### src/ton_retry_pkg.sv
// constants, field layouts and carriers for the turn-on timeout retry logic
// assumes a single 25 MHz clock and a synchronous active-high reset
package ton_retry_pkg;
    // command codes on the configuration port
    localparam logic [7:0] CMD_TON_REACTION = 8'h63;
    localparam logic [7:0] CMD_TIME_UNIT = 8'hd2;
    // values after reset
    localparam logic [7:0] REACTION_RESET = 8'h80;
    localparam logic [7:0] TIME_UNIT_RESET = 8'h00;
    // field positions inside the reaction byte
    localparam int RESP_LSB = 6;
    localparam int RETRY_LSB = 3;
    localparam int DELAY_LSB = 0;
    // response codes
    localparam logic [1:0] RESP_IGNORE = 2'h0;
    localparam logic [1:0] RESP_CONTINUE = 2'h1;
    localparam logic [1:0] RESP_DISABLE_RETRY = 2'h2;
    localparam logic [1:0] RESP_DISABLE_LATCH = 2'h3;
    // retry codes
    localparam logic [2:0] RETRY_NONE = 3'h0;
    localparam logic [2:0] RETRY_FOREVER = 3'h7;
    // time base: one millisecond tick derived from the clock rate
    localparam int CLK_HZ = 25000000;
    localparam int TICK_MS = 1;
    localparam int TICK_CYCLES = CLK_HZ / 1000 * TICK_MS;
    // length of one delay time unit, in milliseconds, per unit code
    localparam logic [9:0] UNIT_MS_0 = 10'h001;
    localparam logic [9:0] UNIT_MS_1 = 10'h00a;
    localparam logic [9:0] UNIT_MS_2 = 10'h064;
    localparam logic [9:0] UNIT_MS_3 = 10'h3e8;
    // delay count saturates at the largest selectable count
    localparam logic [7:0] UNITS_MAX = 8'h80;

    typedef struct packed {
        logic [1:0] resp;
        logic [2:0] retry;
        logic [2:0] delay;
    } reaction_s;

    typedef struct packed {
        logic wr;
        logic [7:0] code;
        logic [7:0] data;
    } cmd_s;
endpackage : ton_retry_pkg

### src/ms_tick_div.sv
// free-running divider giving a one-cycle pulse every CYCLES clocks
// assumes the parent uses the pulse as its millisecond time base
`timescale 1ns/1ps
`default_nettype none
module ms_tick_div #(
    parameter int CYCLES = 25000
) (
    input wire logic clk,
    input wire logic sys_rst,
    output logic tick_q
);
    localparam int W = $clog2(CYCLES);
    localparam logic [W-1:0] LAST = W'(CYCLES - 1);

    logic [W-1:0] cnt_q;

    // wrap counter and pulse on the last count
    always_ff @(posedge clk) begin
        if (sys_rst) begin
            cnt_q <= '0;
            tick_q <= 1'b0;
        end else begin
            tick_q <= (cnt_q == LAST);
            cnt_q <= (cnt_q == LAST) ? '0 : cnt_q + 1'b1;
        end
    end
endmodule : ms_tick_div
`default_nettype wire

### src/ton_retry_ctrl.sv
// turn-on timeout fault response: limit timing, retry count and spacing
// assumes ctrl_on merges the control pin and OPERATION; inputs synchronous to clk
// How it works
// - retry code 100 allows up to four restart attempts
// - retry code 101 allows up to five restart attempts
// - retry code 110 allows up to six restart attempts
// - attempts used up: output off until the fault is cleared
// - code 111 retries forever until off or other fault
// - attempts spaced start to start by the selected number of delay units times the unit
// - delay field n selects two to the power n units
// - continue mode keeps running for the delay before retry handling
// - unit length comes from the register at command 0xd2
// - the unit used is the output-voltage fault unit
// - response field: ignore, continue, disable and retry, latch off
// - retry 000 latches off; 001 to 011 give one to three tries
// - fault when output misses its limit; zero limit never faults
// - fault clears by bit clear, clear-all, off then on, or reset
`timescale 1ns/1ps
`default_nettype none
module ton_retry_ctrl #(
    parameter int TICK_CYCLES = ton_retry_pkg::TICK_CYCLES
) (
    input wire logic clk,
    input wire logic sys_rst,
    input wire ton_retry_pkg::cmd_s cmd,
    input wire logic [7:0] rd_code,
    output logic [7:0] rd_data_q,
    input wire logic ctrl_on,
    input wire logic other_fault,
    input wire logic vout_above_uv,
    input wire logic [15:0] ton_limit_ms,
    input wire logic clear_bit,
    input wire logic clear_faults,
    output logic out_en_q,
    output logic fault_q,
    output logic [2:0] attempts_q
);
    typedef enum logic [2:0] {OFF, STARTING, RUNNING, CONT_OP, WAIT_RETRY, LATCHED} state_e;

    state_e state_q, state_d;
    ton_retry_pkg::reaction_s reaction_q;
    logic [7:0] unit_reg_q;
    logic [9:0] unit_ms;
    logic [9:0] ms_in_unit_q;
    logic [7:0] unit_cnt_q;
    logic [7:0] delay_units;
    logic [15:0] lim_cnt_q;
    logic ctrl_prev_q;
    logic ms_tick;
    logic timeout;
    logic delay_done;
    logic retry_go;
    logic restart_units;
    logic fail_ev;

    ms_tick_div #(.CYCLES(TICK_CYCLES)) u_div (
        .clk(clk),
        .sys_rst(sys_rst),
        .tick_q(ms_tick)
    );

    // configuration writes on the command port
    always_ff @(posedge clk) begin
        if (sys_rst) begin
            reaction_q <= ton_retry_pkg::reaction_s'(ton_retry_pkg::REACTION_RESET);
            unit_reg_q <= ton_retry_pkg::TIME_UNIT_RESET;
        end else if (cmd.wr) begin
            if (cmd.code == ton_retry_pkg::CMD_TON_REACTION) begin
                reaction_q <= ton_retry_pkg::reaction_s'(cmd.data);
            end
            if (cmd.code == ton_retry_pkg::CMD_TIME_UNIT) begin
                unit_reg_q <= cmd.data;
            end
        end
    end

    // readback of both bytes, zero elsewhere
    always_ff @(posedge clk) begin
        if (sys_rst) begin
            rd_data_q <= 8'h00;
        end else if (rd_code == ton_retry_pkg::CMD_TON_REACTION) begin
            rd_data_q <= reaction_q;
        end else if (rd_code == ton_retry_pkg::CMD_TIME_UNIT) begin
            rd_data_q <= unit_reg_q;
        end else begin
            rd_data_q <= 8'h00;
        end
    end

    always_comb begin
        unique case (unit_reg_q[1:0])
            2'h0: unit_ms = ton_retry_pkg::UNIT_MS_0;
            2'h1: unit_ms = ton_retry_pkg::UNIT_MS_1;
            2'h2: unit_ms = ton_retry_pkg::UNIT_MS_2;
            2'h3: unit_ms = ton_retry_pkg::UNIT_MS_3;
        endcase
    end

    assign delay_units = 8'(8'h01 << reaction_q.delay);
    assign delay_done = (unit_cnt_q >= delay_units);
    assign timeout = (ton_limit_ms != 16'h0000) && (lim_cnt_q >= ton_limit_ms);
    assign fail_ev = (state_q == STARTING) && !vout_above_uv && timeout;
    assign retry_go = (reaction_q.retry == ton_retry_pkg::RETRY_FOREVER) || (attempts_q < reaction_q.retry);

    // next state; commanded off or a foreign fault overrides everything
    always_comb begin
        state_d = state_q;
        unique case (state_q)
            OFF: begin
                state_d = STARTING;
            end
            STARTING: begin
                if (vout_above_uv) begin
                    state_d = RUNNING;
                end else if (timeout) begin
                    unique case (reaction_q.resp)
                        ton_retry_pkg::RESP_IGNORE: state_d = RUNNING;
                        ton_retry_pkg::RESP_CONTINUE: state_d = CONT_OP;
                        ton_retry_pkg::RESP_DISABLE_RETRY: state_d = retry_go ? WAIT_RETRY : LATCHED;
                        ton_retry_pkg::RESP_DISABLE_LATCH: state_d = LATCHED;
                    endcase
                end
            end
            RUNNING: begin
                state_d = RUNNING;
            end
            CONT_OP: begin
                // keep running for the delay, then judge again
                if (delay_done) begin
                    state_d = vout_above_uv ? RUNNING : (retry_go ? WAIT_RETRY : LATCHED);
                end
            end
            WAIT_RETRY: begin
                // next start once the spacing has passed
                if (delay_done) begin
                    state_d = STARTING;
                end
            end
            LATCHED: begin
                // held off until the flag is cleared
                if (!fault_q) begin
                    state_d = OFF;
                end
            end
            default: state_d = OFF;
        endcase
        // off command or other fault stops retrying
        if (!ctrl_on || other_fault) begin
            state_d = OFF;
        end
    end

    always_ff @(posedge clk) begin
        if (sys_rst) begin
            state_q <= OFF;
            out_en_q <= 1'b0;
        end else begin
            state_q <= state_d;
            out_en_q <= (state_d == STARTING) || (state_d == RUNNING) || (state_d == CONT_OP);
        end
    end

    // delay units counted from each attempt start or from the fault in continue mode
    assign restart_units = (state_d != state_q) && ((state_d == STARTING) || (state_d == CONT_OP));

    // unit timer; ms phase is free-running, so the first unit after a restart may be up to 1 ms short
    always_ff @(posedge clk) begin
        if (sys_rst || restart_units) begin
            ms_in_unit_q <= 10'h000;
            unit_cnt_q <= 8'h00;
        end else if (ms_tick) begin
            if (ms_in_unit_q + 10'h001 >= unit_ms) begin
                ms_in_unit_q <= 10'h000;
                if (unit_cnt_q != ton_retry_pkg::UNITS_MAX) begin
                    unit_cnt_q <= unit_cnt_q + 8'h01;
                end
            end else begin
                ms_in_unit_q <= ms_in_unit_q + 10'h001;
            end
        end
    end

    // turn-on limit timer, milliseconds since the attempt began
    always_ff @(posedge clk) begin
        if (sys_rst || state_q != STARTING) begin
            lim_cnt_q <= 16'h0000;
        end else if (ms_tick && lim_cnt_q != 16'hffff) begin
            lim_cnt_q <= lim_cnt_q + 16'h0001;
        end
    end

    // attempt counter
    always_ff @(posedge clk) begin
        if (sys_rst || state_q == OFF) begin
            attempts_q <= 3'h0;
        end else if (state_q == STARTING && vout_above_uv) begin
            attempts_q <= 3'h0;
        end else if (state_q == WAIT_RETRY && state_d == STARTING && attempts_q != 3'h7) begin
            attempts_q <= attempts_q + 3'h1;
        end
    end

    // latched flag; a new timeout wins over a clear in the same cycle
    always_ff @(posedge clk) begin
        if (sys_rst) begin
            fault_q <= 1'b0;
            ctrl_prev_q <= 1'b0;
        end else begin
            ctrl_prev_q <= ctrl_on;
            if (fail_ev) begin
                fault_q <= 1'b1;
            end else if (clear_bit || clear_faults || (ctrl_on && !ctrl_prev_q)) begin
                fault_q <= 1'b0;
            end
        end
    end
endmodule : ton_retry_ctrl
`default_nettype wire

### config.mk
export PLATFORM = sky130hd
export DESIGN_NAME = ton_retry_ctrl
export DESIGN_NICKNAME = d
export VERILOG_FILES = /design/src/ton_retry_pkg.sv /design/src/ms_tick_div.sv /design/src/ton_retry_ctrl.sv
export SDC_FILE = /design/constraint.sdc
export NUM_CORES = 1
export LEC_CHECK = 0
export BUFFER_PORTS_ARGS = -buffer_cell sky130_fd_sc_hd__buf_2
export CORE_MARGIN = 2
export CORE_UTILIZATION = 36
export CTS_BUF_LIST = sky130_fd_sc_hd__clkbuf_2
export DETAILED_ROUTE_END_ITERATION = 16
export GPL_ROUTABILITY_DRIVEN = 0
export SLEW_MARGIN = 20
export SYNTH_ARGS = -nofsm -noshare
export SYNTH_HDL_FRONTEND = slang
export SYNTH_SLANG_ARGS = --single-unit
### constraint.sdc
create_clock -name clk -period 3.7 [get_ports clk]
set_clock_uncertainty 0.1 [all_clocks]
set_input_delay 0.555 -clock clk [delete_from_list [all_inputs] [get_ports clk]]
set_output_delay 0.555 -clock clk [all_outputs]
set_load 0.02 [all_outputs]
==> results of run 1 <==
[kinds of logic after synthesis]
| kind of cell | Yosys count |
|---|---|
| compound gates | 78 |
| xor+xnor | 42 |
| fa+ha+maj | 42 |
| buf+inv | 43 |
| flops | 83 |
| mux | 21 |
| simple gates | 245 |
[state kept, by name, indices dropped and copies added (netlist names)]
register,cells
attempts_q,3
rd_data_q,8
ctrl_prev_q,1
lim_cnt_q,16
reaction_q,8
ms_in_unit_q,10
fault_q,1
u_div.cnt_q,15
unit_reg_q,8
state_q,3
u_div.tick_q,1
unit_cnt_q,8
out_en_q,1
[worst max path at each step]
stage	from	to	slack, ps	cells past startpoint
global placement	ms_in_unit_q[4]$_SDFFE_PP0P_	ms_in_unit_q[5]$_SDFFE_PP0P_	500	11
detailed placement	ms_in_unit_q[4]$_SDFFE_PP0P_	ms_in_unit_q[2]$_SDFFE_PP0P_	450	10
finish	ms_in_unit_q[4]$_SDFFE_PP0P_	unit_cnt_q[1]$_SDFFE_PP0P_	470	12
global route	ms_in_unit_q[4]$_SDFFE_PP0P_	ms_in_unit_q[2]$_SDFFE_PP0P_	170	10
CTS	ms_in_unit_q[4]$_SDFFE_PP0P_	unit_cnt_q[1]$_SDFFE_PP0P_	360	12
floorplan	ms_in_unit_q[4]$_SDFFE_PP0P_	ms_in_unit_q[2]$_SDFFE_PP0P_	650	12
[critical path, cell delays in order (launching register included)]
cell and delay, ps:
dfxtp_1 520, nand3_1 140, nor2_1 240, nand3_1 160
xnor2_1 260, ha_1 300, a2111oi_1 540, nand2_1 130
o21ai_0 200, a211oi_1 130, and2_1 210, a21oi_1 150
nor2_1 50
[power groups by stage]
stage                     clock, W  sequential [W]  combinational (W)
after floorplan                  0        0.000921          0.0000474
after detailed placement         0        0.000922          0.0000860
after global routing      0.000516        0.000907          0.0000966
after global placement           0        0.000922          0.0000834
after CTS                 0.000483        0.000905          0.0000867
final                     0.000466        0.000905          0.0000860
[final cells by class]
class / count / area, µm² / share of cell area [%]
Inverter: 28 / 105 / 1.99
Timing Repair Buffer: 62 / 315 / 5.98
Tap cell: 172 / 215 / 4.08
Clock inverter: 5 / 53.8 / 1.02
Multi-Input combinational cell: 428 / 2870 / 54.4
Clock buffer: 10 / 50.0 / 0.950
Sequential cell: 83 / 1660 / 31.5
[metrics by stage]
step / hold WS [ps] / util, % / cell area, µm² / total power (W)
after floorplan: 318 / - / 4700 / 0.000968
after global placement: 339 / 40.8 / 5160 / 0.00101
after detailed placement: 338 / 40.8 / 5160 / 0.00101
after CTS: 100 / 41.6 / 5270 / 0.00148
after global routing: 103 / 41.6 / 5270 / 0.00152
final: 154 / 41.6 / 5270 / 0.00146
[synthesized netlist by cell type, drive strengths merged, types with 2 or more instances]
master,n
a21oi,22
o21a,6
inv,28
clkbuf,12
o22ai,2
xor2,26
ha,42
mux2i,21
nor2b,7
xnor2,16
o21ai,12
and3,7
nor3,8
nand4,17
nand2b,5
nor3b,2
o41ai,2
a2111oi,2
nor4,8
o2111a,2
nand2,47
a21boi,2
o2111ai,2
and2,3
a22oi,10
nand3,26
or3b,2
a21o,2
a211oi,2
a311oi,2
dfxtp,83
nor4bb,3
nand3b,3
or3,4
nor2,97
a31oi,4
and4,3
buf,3
[metal layers]
layer	global-route usage, %	vias up
li1	-	2060
met1	20.0	1809
met2	24.3	53
met3	3.14	12
met4	4.74	0
met5	0	-
[timing repair]
item / in CTS / in global routing
hold endpoints to repair: 0 / 0
gates resized for setup: 0 / 1
endpoints found under the setup margin: 0 / 2
==> out/results.txt, run 1 <==
Reg-to-reg startpoint: ms_in_unit_q[4]$_SDFFE_PP0P_
Distinct cells, synth: 56
WP data required: 4040 ps
Vias: 3,934
Setup-failing EPs final: 0
Min-delay worst type: primary input to flop
Leading area contributor after synthesis: dfxtp_1
Max VDD drop: 0.126 mV
Sequential cell area fraction in the yosys report: 35.3%
Drc violations: 0
I/O pin cnt: 61
Clk slew on worst S/H paths: 220 ps
Worst Path Arrival: 3570 ps
Post-route clock period utilization: 87.2%
Clock power share: 32.0%
TritonCTS clock tree: yes
IO Port Bufs: 60
Ant. Diodes: 0
1st-iter DRT viols: 126
Synth Area in Simple Gates: 25.3%
Mux contribution to synthesized area: 4.47%
Global-route wire length before repair: 17,500 µm
Routed wl met3: 354 µm
DP Cell Count: 773
Met1 wire length: 5040 µm
Post-synth EDFFs: 0
All-Layer GR Usage: 15.0%
Leak Pwr: 2.22 nW
Largest net degree at the start of global routing: 30
Max-cap violations: 0
Worst-Skew Late Latency: 530 ps
Largest family of logic cells by synthesized area: simple AND/OR/NAND/NOR gates
Post-Synth Adder-Cell Area: 11.2%
Total Wirelength: 10,200 µm
Setup slack at placement: 446 ps
Yosys reg bits: 83
Psw: 0.000366 W
Rel. slew slack: 57.9%
Layout overhead on the synthesized area: 12.1%
Fill cell count: 1,256
Total negative slack: 0 ps
Synth Area in XOR/XNOR: 7.82%
Routed Antenna Nets: 0
Worst-Margin Slew: 629 ps
CTS buffer count: 9
Sequential Power Share: 62.1%
Final hold vios: 0
Clock Sinks: 83
Post-Syn Area: 4700 µm²
H-tree levels: 3
# Post-CTS Setup Buffers: 0
FF-to-FF setup slack: 470 ps
Std cell rows: 41
Switching Share: 25.1%
Worst Path Max Fanout: 7
Initial antenna violation count: 0
Run status: finished, final reports clean
Initial Utilization: 37.1%
Async SR Flop Fraction: 0%
Clk buf depth: 2
Die Ht: 118 µm
Setup Crit Path Kind: flop to flop
Fin. max-slew vios: 0
WL met2: 4660 µm
End of the worst hold path: reaction_q[5]$_SDFFE_PP0P_
Max layer used: met4
Reg2reg path depth: 12
Cells after Synth: 554
Endpoint class of the critical path: flop
P per Cell Area: 277 nW/µm²
Synth top area cells: dfxtp_1, ha_1, nor2_1
Startpoint Class: flop
Most frequent cells in the layout: nor2_1, dfxtp_1, buf_2
Yosys top cell area share: 35.3%
WL/cell: 12.9 µm
Hold buffers post-CTS: 0
Worst hold stages: 3
Synth Area in Compound Gates: 12.2%
Syn Area/Cell: 8.49 µm²
Synthesis warning total: 0
PnR worst setup slack: 472 ps
Die X-Extent: 118 µm
Final #Nets: 702
CTS root buf: clkbuf_2
Syn nets: 644
Internal: 0.00109 W
Worst r2r dst: unit_cnt_q[1]$_SDFFE_PP0P_
Leading cell type in the layout, fill and taps excluded: nor2_1
GRT overflow: 0
Hpwl dp: 7750 µm
RSZ-0062 raised after global routing: false
Combinational share of power: 5.9%
Share of layout cells above drive strength 1: 13.8%
DR pass1 iterations: 4
Die ar.: 14,000 µm²
Vias in the first global route: 3,742
Fin crit period: 3230 ps
Post-Layout Cell Count: 788
Core box area: 12,700 µm²
HP Start: cmd[5]
Top_reg_cell synth: dfxtp_1
Vias per inst: 4.99
Peak Freq: 0.310 GHz
Note: power is estimated with default switching activity, not from simulation.
==> run 2, diff against run 1 <==
Settings changed: SYNTH_HIERARCHICAL set to 1.
==> run 2 against run 1 <==
Worst hold slack got worse by 2.3 ps. Cell area increased by 3.6%. Die area increased by 4.2%. Highest routed layer unchanged.
==> out/results.txt, run 2 <==
Run status: finished, final reports clean (unchanged)
Peak Freq: 0.290 GHz (was 0.310 GHz)
1st-iter DRT viols: 273 (was 126)
Endpoint class of the critical path: flop (unchanged)
All-Layer GR Usage: 15.8% (was 15.0%)
Leading cell type in the layout, fill and taps excluded: nor2_1 (unchanged)
Syn Area/Cell: 8.57 µm² (was 8.49 µm²)
Routed Antenna Nets: 0 (unchanged)
Setup-failing EPs final: 0 (unchanged)
Hold buffers post-CTS: 0 (unchanged)
Worst-Margin Slew: 971 ps (was 629 ps)
Commonest cells in the synthesized netlist: nor2_1, dfxtp_1, ha_1 (was nor2_1, dfxtp_1, nand2_1)
Final hold vios: 0 (unchanged)
Placed Area: 5350 µm² (was 5160 µm²)
Clk slew on worst S/H paths: 220 ps (about the same)
Worst Path Arrival: 3750 ps (was 3570 ps)
Global-route wire length before repair: 18,900 µm (was 17,500 µm)
WL/cell: 14.0 µm (was 12.9 µm)
Ant. Diodes: 0 (unchanged)
Largest register FFs: 16 (unchanged)
# Post-CTS Setup Buffers: 0 (unchanged)
TritonCTS clock tree: yes (unchanged)
Max VDD drop: 0.222 mV (was 0.126 mV)
Clock Sinks: 83 (unchanged)
Total Wirelength: 11,300 µm (was 10,200 µm)
Post-Layout Cell Count: 807 (was 788)
Sequential cell area fraction in the yosys report: 33.9% (was 35.3%)
Hpwl dp: 8500 µm (was 7750 µm)
Fin. max-slew vios: 0 (unchanged)
P per Cell Area: 267 nW/µm² (was 277 nW/µm²)
Post-synth EDFFs: 0 (unchanged)
Min-delay worst type: primary input to flop (unchanged)
Max-cap violations: 0 (unchanged)
DR pass1 iterations: 4 (unchanged)
Fill cell count: 1,344 (was 1,256)
Layout overhead on the synthesized area: 11.2% (was 12.1%)
Std cell rows: 42 (was 41)
Share of layout cells above drive strength 1: 15.2% (was 13.8%)
Clk buf depth: 2 (unchanged)
Initial Utilization: 36.9% (was 37.1%)
H-tree levels: 3 (unchanged)
Fin crit period: 3450 ps (was 3230 ps)
Register name with the most flops: lim_cnt_q (unchanged)
Synthesis warning total: 6 (was 0)
Worst Path Max Fanout: 18 (was 7)
Top Registers: lim_cnt_q (16), u_div/cnt_q (15), ms_in_unit_q (10) (was lim_cnt_q (16), u_div.cnt_q (15), ms_in_unit_q (10))
Synth top area cells: dfxtp_1, ha_1, nor2_1 (unchanged)
PnR worst setup slack: 249 ps (was 472 ps)
Post-route clock period utilization: 93.3% (was 87.2%)
Die ar.: 14,600 µm² (was 14,000 µm²)
Final Cell Area: 5460 µm² (was 5270 µm²)
FF-to-FF setup slack: 250 ps (was 470 ps)
Rel. slew slack: 35.3% (was 57.9%)
Total negative slack: 0 ps (unchanged)
WP data required: 4000 ps (was 4040 ps)
Core box area: 13,300 µm² (was 12,700 µm²)
Most frequent cells in the layout: nor2_1, dfxtp_1, buf_2 (unchanged)
I/O pin cnt: 61 (unchanged)
Top-count cell post-synth: nor2_1 (unchanged)
Post-Syn Area: 4910 µm² (was 4700 µm²)
Async SR Flop Fraction: 0% (unchanged)
IO Port Bufs: 60 (unchanged)
Yosys reg bits: 83 (unchanged)
Vias in the first global route: 4,029 (was 3,742)
Vias per inst: 5.22 (was 4.99)
Distinct cells, synth: 55 (was 56)
Cells after Synth: 573 (was 554)
DP Cell Count: 791 (was 773)
CTS buffer count: 9 (unchanged)
Syn nets: 664 (was 644)
Top_reg_cell synth: dfxtp_1 (unchanged)
Yosys top cell area share: 33.9% (was 35.3%)
Leading area contributor after synthesis: dfxtp_1 (unchanged)
Die X-Extent: 121 µm (was 118 µm)
Tot Pwr: 0.00146 W (about the same)
Initial antenna violation count: 0 (unchanged)
Startpoint Class: flop (unchanged)
Drc violations: 0 (unchanged)
Setup Crit Path Kind: flop to flop (unchanged)
GRT overflow: 0 (unchanged)
Final #Nets: 717 (was 702)
Die Ht: 121 µm (was 118 µm)
Vias: 4,216 (was 3,934)
CTS root buf: clkbuf_2 (unchanged)
Leak Pwr: 2.17 nW (was 2.22 nW)
Worst-Skew Late Latency: 530 ps (about the same)
Setup slack at placement: 248 ps (was 446 ps)
Largest net degree at the start of global routing: 28 (was 30)
RSZ-0062 raised after global routing: false (unchanged)
[run 2: final cells by class]
class	count	area [µm²]	share of cell area, %
clock inverter	6	56.3	1.03
tap	176	220	4.03
timing repair buffer	64	330	6.05
sequential	83	1660	30.4
multi-input combinational	433	3010	55.1
inverter	35	131	2.41
clock buffer	10	50.0	0.917
[run 2: timing repair]
item,4_1_cts,5_1_grt
endpoints found under the hold margin,0,0
gates resized for setup,0,2
endpoints found under the setup margin,0,17
[run 2: path summary, 6_finish.rpt]
| check | cells after the start | from | to |
|---|---|---|---|
| hold / removal | 3 | cmd[4] | reaction_q[4]$_SDFFE_PP0P_ |
| hold reg to reg | 2 | ms_in_unit_q[9]$_SDFFE_PP0P_ | ms_in_unit_q[9]$_SDFFE_PP0P_ |
| setup reg to reg | 8 | reaction_q[2]$_SDFFE_PP0P_ | unit_cnt_q[1]$_SDFFE_PP0P_ |
| setup / recovery | 8 | reaction_q[2]$_SDFFE_PP0P_ | unit_cnt_q[1]$_SDFFE_PP0P_ |
[run 2: metrics by stage]
stage	utilization (%)	hold WS [ps]
4_1_cts	41.0	95.0
3_5_place_dp	40.2	377
3_3_place_gp	40.2	361
6_report	41.1	152
5_1_grt	41.1	104
2_1_floorplan	-	344
[run 2: critical path: stages, from the launching register on]
cell and delay, ps:
dfxtp_1 560, or3b_2 490, ha_1 280, nand4_1 100, a21oi_1 230, a21oi_4 130, a211oi_1 320, o221a_1 880
a221oi_1 220
[run 2: cells by family (layout without fill, tap and decap cells)]
| logic type | Yosys count | after routing | share of synthesized area, % |
|---|---|---|---|
| simple gates | 234 | 234 | 24.0 |
| compound gates | 97 | 97 | 15.1 |
| flops | 83 | 83 | 33.9 |
| buf+inv | 57 | 115 | 5.00 |
| fa+ha+maj | 43 | 43 | 11.0 |
| xor+xnor | 39 | 39 | 6.96 |
| mux | 20 | 20 | 4.08 |
[run 2: routing by layer]
layer  track usage [%]  vias up  wire length [µm]  share of wire [%]
li1                  -     2150                 -                  -
met1              20.2     1989              5310                 47
met2              26.9       67              5460                 48
met3              3.02       10               391                3.5
met4              4.94        0               105               0.93
met5                 0        -                 0                  0
[run 2: where the power goes]
part | leakage, nW | total, W | internal [W] | switching (W)
clock | 0.0691 | 0.000454 | 0.000153 | 0.000301
sequential | 0.669 | 0.000906 | 0.000900 | 0.00000541
combinational | 1.43 | 0.0000954 | 0.0000401 | 0.0000553
total | 2.17 | 0.00146 | 0.00109 | 0.000362
